==> src/rtl/dcsr_regs.vh <==
// Bit positions, field widths and reset values of the debug control
// and status register.
// Assumes it is included by the register logic and its helpers.
`ifndef DCSR_REGS_VH
`define DCSR_REGS_VH

// =====================================================================
// Field positions
// =====================================================================
`define DCSR_DELAY_SLOT     31
`define DCSR_IN_DEBUG       30
`define DCSR_NO_SEGMENT     29
`define DCSR_REDIRECT       28
`define DCSR_DOZE           27
`define DCSR_HALT           26
`define DCSR_TIMER_RUNS     25
`define DCSR_FETCH_PEND     24
`define DCSR_MCHECK_PEND    23
`define DCSR_CACHE_PEND     22
`define DCSR_DATA_PEND      21
`define DCSR_INHIBIT        20
`define DCSR_IMPR_STORE     19
`define DCSR_IMPR_LOAD      18
`define DCSR_VER_HI         17
`define DCSR_VER_LO         15
`define DCSR_EXC_HI         14
`define DCSR_EXC_LO         10
`define DCSR_SS_ABSENT      9
`define DCSR_SS_ENABLE      8
`define DCSR_RSVD7          7
`define DCSR_IMPR_INSTR     6
`define DCSR_DBG_INT        5
`define DCSR_INSTR_BREAK    4
`define DCSR_STORE_BREAK    3
`define DCSR_LOAD_BREAK     2
`define DCSR_SW_BP          1
`define DCSR_SINGLE_STEP    0

// =====================================================================
// Widths and reset values
// =====================================================================
`define DCSR_NCAUSE         9
`define DCSR_NPEND          3
`define DCSR_EXC_W          5
`define DCSR_VERSION        3'h0
`define DCSR_NO_SEG_VAL     1'h0
`define DCSR_SS_ABSENT_VAL  1'h0
`define DCSR_RST_TIMER      1'h1
`define DCSR_RST_BIT        1'h0
`define DCSR_RST_EXC        5'h00
`define DCSR_RST_CAUSE      9'h000
`define DCSR_RST_PEND       3'h0

`endif

==> src/rtl/dcsr_cause_capture.v <==
// Cause and context capture on debug exceptions and on exceptions
// taken while already in debug mode.
// Assumes the two exception strobes are one-cycle pulses.
`timescale 1ns/10ps
`include "dcsr_regs.vh"

module dcsr_cause_capture (
  input  wire                     i_mclk,
  input  wire                     i_nrst,
  input  wire                     i_dbg_exc,
  input  wire                     i_dm_exc,
  input  wire [`DCSR_NCAUSE-1:0]  i_cause,
  input  wire                     i_delay_slot,
  input  wire                     i_low_power,
  input  wire                     i_bus_clk_run,
  input  wire [`DCSR_EXC_W-1:0]   i_exc_code,
  output reg  [`DCSR_NCAUSE-1:0]  o_cause,
  output reg                      o_delay_slot,
  output reg                      o_doze,
  output reg                      o_halt,
  output reg  [`DCSR_EXC_W-1:0]   o_exc_code
);

  // =====================================================================
  // Capture
  // =====================================================================
  always @(posedge i_mclk) begin
    if (!i_nrst) begin
      o_cause      <= `DCSR_RST_CAUSE;
      o_delay_slot <= `DCSR_RST_BIT;
      o_doze       <= `DCSR_RST_BIT;
      o_halt       <= `DCSR_RST_BIT;
      o_exc_code   <= `DCSR_RST_EXC;
    end else if (i_dm_exc) begin
      o_cause      <= `DCSR_RST_CAUSE;
      o_delay_slot <= i_delay_slot;
      o_exc_code   <= i_exc_code;
    end else if (i_dbg_exc) begin
      o_cause      <= i_cause;
      o_delay_slot <= i_delay_slot;
      o_doze       <= i_low_power;
      o_halt       <= i_bus_clk_run;
    end
  end

endmodule

==> src/rtl/dcsr_pending.v <==
// Sticky pending flags for imprecise errors, one per generate slot.
// Assumes synchronous set and clear strobes from the same clock domain.
`timescale 1ns/10ps
`include "dcsr_regs.vh"

module dcsr_pending (
  input  wire                     i_mclk,
  input  wire                     i_nrst,
  input  wire [`DCSR_NPEND-1:0]   i_hw_set,
  input  wire [`DCSR_NPEND-1:0]   i_sw_set,
  input  wire [`DCSR_NPEND-1:0]   i_clear,
  output wire [`DCSR_NPEND-1:0]   o_pend
);

  reg [`DCSR_NPEND-1:0] pend;

  // =====================================================================
  // Flags
  // =====================================================================
  // A set in the same cycle as a clear wins, so no error is lost.
  genvar g;
  generate
    for (g = 0; g < `DCSR_NPEND; g = g + 1) begin : g_flag
      always @(posedge i_mclk) begin
        if (!i_nrst) begin
          pend[g] <= 1'h0;
        end else if (i_hw_set[g] || i_sw_set[g]) begin
          pend[g] <= 1'h1;
        end else if (i_clear[g]) begin
          pend[g] <= 1'h0;
        end
      end
    end
  endgenerate

  assign o_pend = pend;

endmodule

==> src/rtl/dcsr_top.v <==
// Debug control and status register of the system-control coprocessor.
// Assumes coprocessor moves and exception strobes come from the core
// pipeline as one-cycle pulses on i_mclk.
//
// Function
// - Outside debug mode only the debug flag and version read defined.
// - Break, step and interrupt causes load on debug exceptions, clear on debug-mode ones.
// - Nested exception code written only on exceptions in debug mode.
// - Low power and bus clock state captured on debug exceptions.
// - Bit 31 records a delay or forbidden slot of the latest exception.
// - Bit 30 reads one in debug mode, zero otherwise, resets low.
// - Bit 29 reads zero: the debug segment is present.
// - Bit 28 sends segment loads and stores to main memory when set.
// - Bit 25 keeps the timer running in debug mode, resets high.
// - Fetch bus error pending set by error or write, cleared when taken.
// - Bit 22 flags a pending imprecise cache error, writable with one.
// - Bit 21 flags a pending data bus error, writable with one.
// - Inhibit set on entry, cleared by debug return, defers errors.
// - Bit 8 enables single step; bit 9 reads zero as it is present.
// - Bit 5 marks a debug interrupt, cleared on debug-mode exception.
// - Bit 4 marks an instruction break, cleared on debug-mode exception.
// - Bits 3 and 2 mark store and load data breaks.
// - Bit 1 marks a software breakpoint, cleared on debug-mode exception.
// - Bit 0 marks single step, cleared on debug-mode exception.
// - Bit 6 marks an imprecise instruction break from complex breaks.
// - Bits 19 and 18 mark imprecise store and load data breaks.
// - A one in the single-step cause bit means a step exception.
`timescale 1ns/10ps
`include "dcsr_regs.vh"

module dcsr_top (
  input  wire                     i_mclk,
  input  wire                     i_nrst,
  // Coprocessor moves.
  input  wire                     i_mtc0,
  input  wire [31:0]              i_wdata,
  input  wire                     i_mfc0,
  output reg  [31:0]              o_rdata,
  // Debug exception and its cause.
  input  wire                     i_dbg_exc,
  input  wire                     i_cause_single_step,
  input  wire                     i_cause_sw_bp,
  input  wire                     i_cause_load_break,
  input  wire                     i_cause_store_break,
  input  wire                     i_cause_instr_break,
  input  wire                     i_cause_dbg_int,
  input  wire                     i_cause_impr_instr,
  input  wire                     i_cause_impr_load,
  input  wire                     i_cause_impr_store,
  input  wire                     i_delay_slot,
  input  wire                     i_low_power,
  input  wire                     i_bus_clk_run,
  // Exception taken in debug mode.
  input  wire                     i_dm_exc,
  input  wire [`DCSR_EXC_W-1:0]   i_exc_code,
  // Debug return instruction retired.
  input  wire                     i_debug_return_instr,
  // Imprecise error events and their acceptance by the core.
  input  wire                     i_fetch_buserr,
  input  wire                     i_data_buserr,
  input  wire                     i_cache_err,
  input  wire                     i_data_buserr_taken,
  input  wire                     i_cache_err_taken,
  // Control outputs.
  output reg                      o_in_debug_flag,
  output reg                      o_segment_access_redirect,
  output reg                      o_timer_run,
  output reg                      o_single_step_enable,
  output reg                      o_imprecise_error_inhibit,
  output reg                      o_fetch_buserr_take,
  output reg                      o_impr_err_req
);

  // =====================================================================
  // State
  // =====================================================================
  reg                       in_debug_flag;
  reg                       segment_access_redirect;
  reg                       timer_runs_in_debug;
  reg                       single_step_enable;
  reg                       imprecise_error_inhibit;
  reg                       next_in_debug;
  reg                       next_inhibit;
  wire                      wr_ok;
  wire                      entry;
  wire [`DCSR_NCAUSE-1:0]   cause_in;
  wire [`DCSR_NCAUSE-1:0]   cause;
  wire                      delay_slot_flag;
  wire                      doze_flag;
  wire                      halt_flag;
  wire [`DCSR_EXC_W-1:0]    nested_exception_code;
  wire [`DCSR_NPEND-1:0]    pend;
  wire [`DCSR_NPEND-1:0]    hw_set;
  wire [`DCSR_NPEND-1:0]    sw_set;
  wire [`DCSR_NPEND-1:0]    pend_clear;
  wire                      fetch_buserr_pending;
  wire                      data_buserr_pending;
  wire                      cache_error_pending;
  wire [31:0]               full_view;

  // =====================================================================
  // Helpers
  // =====================================================================
  // Returns one when an accepted write carries a one at the given bit.
  function wr_one;
    input        ok;
    input [31:0] d;
    input integer pos;
    begin
      wr_one = ok & d[pos];
    end
  endfunction

  // Writes made outside debug mode are dropped rather than left undefined.
  assign wr_ok = i_mtc0 & in_debug_flag;
  assign entry = i_dbg_exc | i_dm_exc;

  // =====================================================================
  // Debug mode and inhibit
  // =====================================================================
  // Entry wins over a return in the same cycle.
  always @* begin
    next_in_debug = in_debug_flag;
    next_inhibit  = imprecise_error_inhibit;
    if (entry) begin
      next_in_debug = 1'h1;
      next_inhibit  = 1'h1;
    end else if (i_debug_return_instr) begin
      next_in_debug = 1'h0;
      next_inhibit  = 1'h0;
    end else if (wr_ok) begin
      next_inhibit  = wr_one(1'h1, i_wdata, `DCSR_INHIBIT);
    end
  end

  always @(posedge i_mclk) begin
    if (!i_nrst) begin
      in_debug_flag           <= `DCSR_RST_BIT;
      imprecise_error_inhibit <= `DCSR_RST_BIT;
    end else begin
      in_debug_flag           <= next_in_debug;
      imprecise_error_inhibit <= next_inhibit;
    end
  end

  // =====================================================================
  // Software control bits
  // =====================================================================
  always @(posedge i_mclk) begin
    if (!i_nrst) begin
      segment_access_redirect <= `DCSR_RST_BIT;
      timer_runs_in_debug     <= `DCSR_RST_TIMER;
      single_step_enable      <= `DCSR_RST_BIT;
    end else if (wr_ok) begin
      segment_access_redirect <= wr_one(1'h1, i_wdata, `DCSR_REDIRECT);
      timer_runs_in_debug     <= wr_one(1'h1, i_wdata, `DCSR_TIMER_RUNS);
      single_step_enable      <= wr_one(1'h1, i_wdata, `DCSR_SS_ENABLE);
    end
  end

  // =====================================================================
  // Imprecise error pending flags
  // =====================================================================
  // Slot 0 fetch bus error, slot 1 data bus error, slot 2 cache error.
  assign hw_set = {i_cache_err, i_data_buserr, i_fetch_buserr};
  assign sw_set = {wr_one(wr_ok, i_wdata, `DCSR_CACHE_PEND),
                   wr_one(wr_ok, i_wdata, `DCSR_DATA_PEND),
                   wr_one(wr_ok, i_wdata, `DCSR_FETCH_PEND)};
  assign pend_clear = {i_cache_err_taken, i_data_buserr_taken, o_fetch_buserr_take};

  dcsr_pending u_pending (
    .i_mclk   (i_mclk),
    .i_nrst   (i_nrst),
    .i_hw_set (hw_set),
    .i_sw_set (sw_set),
    .i_clear  (pend_clear),
    .o_pend   (pend)
  );

  assign fetch_buserr_pending = pend[0];
  assign data_buserr_pending  = pend[1];
  assign cache_error_pending  = pend[2];

  // The fetch error is taken with a one-cycle pulse once inhibit is low;
  // the pending flag drops at the edge that ends the pulse.
  always @(posedge i_mclk) begin
    if (!i_nrst) begin
      o_fetch_buserr_take <= 1'h0;
      o_impr_err_req      <= 1'h0;
    end else begin
      o_fetch_buserr_take <= fetch_buserr_pending & ~next_inhibit
                             & ~o_fetch_buserr_take;
      o_impr_err_req      <= (data_buserr_pending | cache_error_pending)
                             & ~next_inhibit;
    end
  end

  // =====================================================================
  // Cause capture
  // =====================================================================
  assign cause_in = {i_cause_impr_store,
                     i_cause_impr_load,
                     i_cause_impr_instr,
                     i_cause_dbg_int,
                     i_cause_instr_break,
                     i_cause_store_break,
                     i_cause_load_break,
                     i_cause_sw_bp,
                     i_cause_single_step};

  dcsr_cause_capture u_capture (
    .i_mclk        (i_mclk),
    .i_nrst        (i_nrst),
    .i_dbg_exc     (i_dbg_exc),
    .i_dm_exc      (i_dm_exc),
    .i_cause       (cause_in),
    .i_delay_slot  (i_delay_slot),
    .i_low_power   (i_low_power),
    .i_bus_clk_run (i_bus_clk_run),
    .i_exc_code    (i_exc_code),
    .o_cause       (cause),
    .o_delay_slot  (delay_slot_flag),
    .o_doze        (doze_flag),
    .o_halt        (halt_flag),
    .o_exc_code    (nested_exception_code)
  );

  // =====================================================================
  // Read view
  // =====================================================================
  assign full_view = {delay_slot_flag,
                      in_debug_flag,
                      `DCSR_NO_SEG_VAL,
                      segment_access_redirect,
                      doze_flag,
                      halt_flag,
                      timer_runs_in_debug,
                      fetch_buserr_pending,
                      1'h0,
                      cache_error_pending,
                      data_buserr_pending,
                      imprecise_error_inhibit,
                      cause[8],
                      cause[7],
                      `DCSR_VERSION,
                      nested_exception_code,
                      `DCSR_SS_ABSENT_VAL,
                      single_step_enable,
                      1'h0,
                      cause[6:0]};

  // Outside debug mode everything but the mode flag and version reads zero.
  always @(posedge i_mclk) begin
    if (!i_nrst) begin
      o_rdata <= 32'h00000000;
    end else if (i_mfc0) begin
      if (in_debug_flag) begin
        o_rdata <= full_view;
      end else begin
        o_rdata <= {14'h0000, `DCSR_VERSION, 15'h0000};
      end
    end
  end

  // =====================================================================
  // Control outputs
  // =====================================================================
  always @(posedge i_mclk) begin
    if (!i_nrst) begin
      o_in_debug_flag           <= `DCSR_RST_BIT;
      o_segment_access_redirect <= `DCSR_RST_BIT;
      o_timer_run               <= `DCSR_RST_TIMER;
      o_single_step_enable      <= `DCSR_RST_BIT;
      o_imprecise_error_inhibit <= `DCSR_RST_BIT;
    end else begin
      o_in_debug_flag           <= in_debug_flag;
      o_segment_access_redirect <= segment_access_redirect;
      o_timer_run               <= ~in_debug_flag | timer_runs_in_debug;
      o_single_step_enable      <= single_step_enable;
      o_imprecise_error_inhibit <= imprecise_error_inhibit;
    end
  end

endmodule

==> config.mk <==
export PLATFORM = sky130hd
export DESIGN_NAME = dcsr_top
export DESIGN_NICKNAME = d
export VERILOG_FILES = /design/src/rtl/dcsr_cause_capture.v /design/src/rtl/dcsr_pending.v /design/src/rtl/dcsr_top.v
export VERILOG_INCLUDE_DIRS = /design/src /design/src/rtl
export SDC_FILE = /design/constraint.sdc
export NUM_CORES = 1
export LEC_CHECK = 0
export ABC_CLOCK_PERIOD_IN_PS = 1340
export BUFFER_PORTS_ARGS = -buffer_cell sky130_fd_sc_hd__buf_2
export CAP_MARGIN = 20
export CORE_MARGIN = 5
export CORE_UTILIZATION = 45
export CTS_CLUSTER_DIAMETER = 60
export DETAILED_ROUTE_END_ITERATION = 10
export PLACE_DENSITY = 0.79
export SYNTH_ARGS = -nofsm -noshare
export SYNTH_HDL_FRONTEND = slang
export SYNTH_SLANG_ARGS = --single-unit
==> constraint.sdc <==
create_clock -name i_mclk -period 1.34 [get_ports i_mclk]
set_input_delay 0.268 -clock i_mclk [delete_from_list [all_inputs] [get_ports i_mclk]]
set_output_delay 0.268 -clock i_mclk [all_outputs]
set_load 0.01 [all_outputs]
### After elaboration in Yosys (flattened, before gate mapping)

Index checks and enable logic that the tools add are counted.

* register bits after elaboration: 64
* input port bits: 61

* multiplexer cells: 14
* bitwise gates (word level): 15
* reductions and logical operators: 10

Operator list (number)
* $mux 32: 1
* $mux 1: 13
* $reduce_bool 2->1: 5
* $and 1x1->1: 7
* $not 1->1: 5
* $logic_or 1x1->1: 3
* $or 1x1->1: 3
* $reduce_and 2->1: 1
* $reduce_or 2->1: 1

### Logic depth before layout (Yosys ltp)

* depth after elaboration: 7
* depth in mapped cells: 4
* depth with buffers taken out: 3

### By module

A second synthesis with hierarchy kept.

* cell total of the unflattened synthesis: 179
* area, all modules: 2035.7 µm²

By module, submodules not included
* dcsr_top: instances 1, cells each 110, area an instance 1271.2 µm², sequential area each 740.7 µm²
* dcsr_cause_capture: instances 1, cells each 60, area an instance 659.4 µm², sequential area each 340.3 µm²
* dcsr_pending: instances 1, cells each 9, area an instance 105.1 µm², sequential area each 60.1 µm²

### Worst setup path after synthesis

Ideal clock, no wire load.

* path kind: reg2reg
* from: register in_debug_flag
* to: register o_rdata[14]
* library setup time: 0.117 ns
* data arrival time: 0.942 ns
* required time: 1.223 ns
* path slack: 0.281 ns
* cell stages (with the launch flop): 5
* path buffers: 2
* period minus slack after synthesis: 1.059 ns
* cells stage by stage: dfxtp_1 -> and3_1 -> buf_6 -> buf_6 -> a22o_1

* word-level cells in the longest chain between the ends: 1

Ends and longest elaborated chain
* from (decl): line dcsr_top.v:77 `reg in_debug_flag;`
* from (signal assigned): line dcsr_top.v:138 `` in_debug_flag <= `DCSR_RST_BIT; ``
* from (signal assigned): line dcsr_top.v:141 `in_debug_flag <= next_in_debug;`
* $mux 32: line dcsr_top.v:257 `if (in_debug_flag) begin`
* to (signal assigned): line dcsr_top.v:258 `o_rdata <= full_view;`
* to (signal assigned): line dcsr_top.v:260 `` o_rdata <= {14'h0000, `DCSR_VERSION, 15'h0000}; ``
* to (decl): line dcsr_top.v:38 `output reg [31:0] o_rdata,`

No other way between the ends.
A chain may end at the register's enable or synchronous reset.

### Final worst setup path

* from: register o_rdata[28]
* to: output port o_rdata[28]

No word-level cell between the ends.

==> flow_metrics.tcl <==
set metrics [dict create \
    fin_skew_ns 0.006819 \
    worstMarginPinSlew_ns 0.5817 \
    critPathRequiredTime_ns 1.07 \
    cts.clk_slew.worst_paths_ns 0.06 \
    global_route.peak_usage_layer "met2" \
    wl_per_cell_um 13.86 \
    post-place-cells 288 \
    dr.pass1.iters 4 \
    clock_path_buffers 2 \
    ir_drop_mv 0.6493 \
    synthMostInstantiatedCell "dfxtp_1" \
    seq_area_frac_synth_pct 57.18 \
    final_max_tran_viols 0 \
    diodes 0 \
    placementRows 24 \
    synth_edf_count 0 \
    hold_buffers 0 \
    setup_buffers_after_cts 0 \
    grt_antenna_before_repair 0 \
    timing.critical_path.slowest_stage_cell "dfxtp_1" \
    start_util_pct 46.15 \
    run_status "finished, final reports clean" \
    number_of_levels_in_the_clock_h_tree 3 \
    grt_first_pass_wirelength_um 7120 \
    design.portCount 100 \
    tritoncts "built" \
    number_of_sinks_driven_by_the_clock_tree 57 \
    design.die.area_mm2 0.005867 \
    syn_to_final_growth_pct 26.52 \
    netlist-cell-type-count 25 \
    post_synth_inst_count 177 \
    detail-route-antenna-nets 0 \
    io_buffer_count 67 \
    unrepaired_setup_endpoints_after_global_routing "no" \
    syn_avg_cell_area_um2 11.27 \
    global_route.usage.met2_pct 23.46 \
    post_route_cells_drive_above_1_share_pct 35.71 \
    synth.yosys.warnings 0 \
    worst-setup-path-type "reg2out" \
    synthDominantAreaCellType "dfxtp_1" \
    die_height_um 76.60 \
    worstPathBufferInverterCount 1 \
    library_cell_used_as_clock_root_buffer "clkbuf_8" \
    globalRouteOverflowTotal 0 \
    globalRouteTotalUtil_pct 15.53 \
    final_min_period_over_clock_period_pct 81.24 \
    ys_dominant_reg_cell "dfxtp_1" \
    routed_wirelength_um 4213 \
    ctsResizeCount 0 \
    via_per_inst 4.836 \
    cellPowerDensity_mw_per_mm2 1428 \
    ys_async_sr_fraction_pct 0 \
    cts_made_buffers 9 \
    finalPower_uw 3606 \
    dr_total_vias 1470 \
    fill_cells 405 \
    detailed_place_hpwl_um 3067 \
    worst_setup_path_start_kind "flip-flop" \
    syn_area_mm2 0.001996 \
    finish_stage_setup_viols 0 \
    clock.fmax_mhz 918.6 \
    clock_latency_ns 0.32 \
    post-route-min-period_ns 1.089 \
    critPathMaxStageDelay_ns 0.35 \
    crit_path_end_kind "primary output" \
    die_w_um 76.60 \
    stdcell_count 304 \
    static-leakage-power_uw 0.001227 \
    seq_cells_post_synth 57 \
    first_iter_violations 46 \
    worst_path_dominant_cell_family "flip-flops" \
    via_count_of_the_first_global_routing_pass 1551 \
    grt_util_met1_pct 17.64 \
    post-synth-top-area-fraction_pct 57.18 \
    path_cells "buf_2" \
    setup_tns_ns 0 \
    max_slew_margin_pct 61.04 \
    num-nets-final 309 \
    hold_viol_final 0 \
    critical_path_peak_fanout 2 \
    hold_class "in2reg" \
    placeableCoreArea_mm2 0.004324 \
    grt_max_degree 26 \
    drv_cap 0 \
    synth_top_cells_by_area "dfxtp_1, a22o_1, mux2i_1, nor2b_1, buf_4" \
    arrival_time_at_the_worst_endpoint_ns 0.82 \
    post-place-ws_ns -0.2226 \
    synth_top_cells_by_count "dfxtp_1, a22o_1, mux2i_1, nor2b_1, nor2_1" \
    globalplace.congestion 0.6982 \
    remaining_drc_errors 0 \
    setup_slack_ns 0.2513 \
    groute.layer.met3.usage_pct 7.329 \
]
state kept, by name, summed over array words and instances, names as in the netlist, 3 cells and up:
signal                count
o_rdata                  25
u_capture.o_cause         9
u_pending.o_pend          3
u_capture.o_exc_code      5
path summary, 6_finish.rpt:
| kind | startpoint | to | slack [ns] | cells past startpoint |
|---|---|---|---|---|
| min | i_wdata[25] | timer_runs_in_debug$_SDFFE_PN1N_ | 0.16 | 3 |
| min reg2reg | o_rdata[30]$_SDFFE_PN0P_ | o_rdata[30]$_SDFFE_PN0P_ | 0.44 | 1 |
| max | o_rdata[28]$_SDFFE_PN0P_ | o_rdata[28] | 0.25 | 1 |
| max reg2reg | in_debug_flag$_SDFFE_PN0P_ | o_rdata[19]$_SDFFE_PN0P_ | 0.25 | 3 |
layer usage:
layer / up-vias / wire [um]
li1: 734 / -
met1: 671 / 1897
met2: 59 / 1847
met3: 6 / 404
met4: 0 / 62
met5: - / 0
cells in the final DEF (no fill, tap or decap):
| master | synthesis | layout |
|---|---|---|
| or2b_1 | 1 | 1 |
| and2_4 | 1 | 1 |
| dfxtp_1 | 57 | 57 |
| a211oi_1 | 1 | 1 |
| and2_1 | 5 | 5 |
| nand4b_1 | 1 | 1 |
| nand3_1 | 1 | 1 |
| buf_4 | 9 | 5 |
| nor2_1 | 12 | 12 |
| a21o_1 | 1 | 1 |
| clkbuf_1 | 2 | 1 |
| a221oi_1 | 2 | 2 |
| mux2i_1 | 16 | 16 |
| nor2b_1 | 13 | 12 |
| a21boi_0 | 4 | 4 |
| clkinv_2 | 0 | 2 |
| a22o_1 | 24 | 24 |
| nor2b_2 | 0 | 1 |
| inv_1 | 3 | 3 |
| buf_6 | 4 | 1 |
| conb_1 | 1 | 7 |
| o311ai_2 | 1 | 1 |
| nand2b_1 | 2 | 2 |
| o21ai_0 | 2 | 2 |
| clkbuf_8 | 0 | 11 |
| nand2_1 | 9 | 9 |
| bufinv_16 | 0 | 1 |
| and3_1 | 1 | 1 |
| buf_2 | 4 | 67 |
cell type report:
class / instances / area, um^2 / area share (%)
flip-flops and latches: 57 / 1141 / 45.19
multi-input cells: 104 / 728.2 / 28.84
repair buffers: 73 / 384.1 / 15.21
clock buffers: 12 / 155.1 / 6.145
well taps: 52 / 65.06 / 2.577
clock inverters: 3 / 40.04 / 1.586
inverters: 3 / 11.26 / 0.4460
power breakdown:
part | leakage (uW) | internal (uW) | switching (uW) | total, uW
clock network | 0.000102 | 943 | 615 | 1560
registers | 0.000465 | 1760 | 30.9 | 1790
logic | 0.000660 | 129 | 132 | 261
metrics by stage:
step                      area, um^2  utilization (%)  hold WS [ns]
final                           2525            58.39        0.1568
after global routing            2525            58.39        0.1529
after CTS                       2514            58.13        0.1399
after detailed placement        2318            53.62        0.4351
after global placement          2318            53.62        0.4289
after floorplan                 2018                -        0.3919
kinds of logic (layout without fill, tap and decap cells):
kind of cell | after synthesis | after routing | synth area share, %
DFF | 57 | 57 | 57.18
and+or+nand+nor | 46 | 46 | 12.04
other | 1 | 7 | 0.1879
AOI/OAI and AO/OA | 35 | 35 | 14.98
buffers and inverters | 22 | 91 | 7.586
muxes | 16 | 16 | 8.025
No activity file was read; power rests on OpenSTA's default activity.
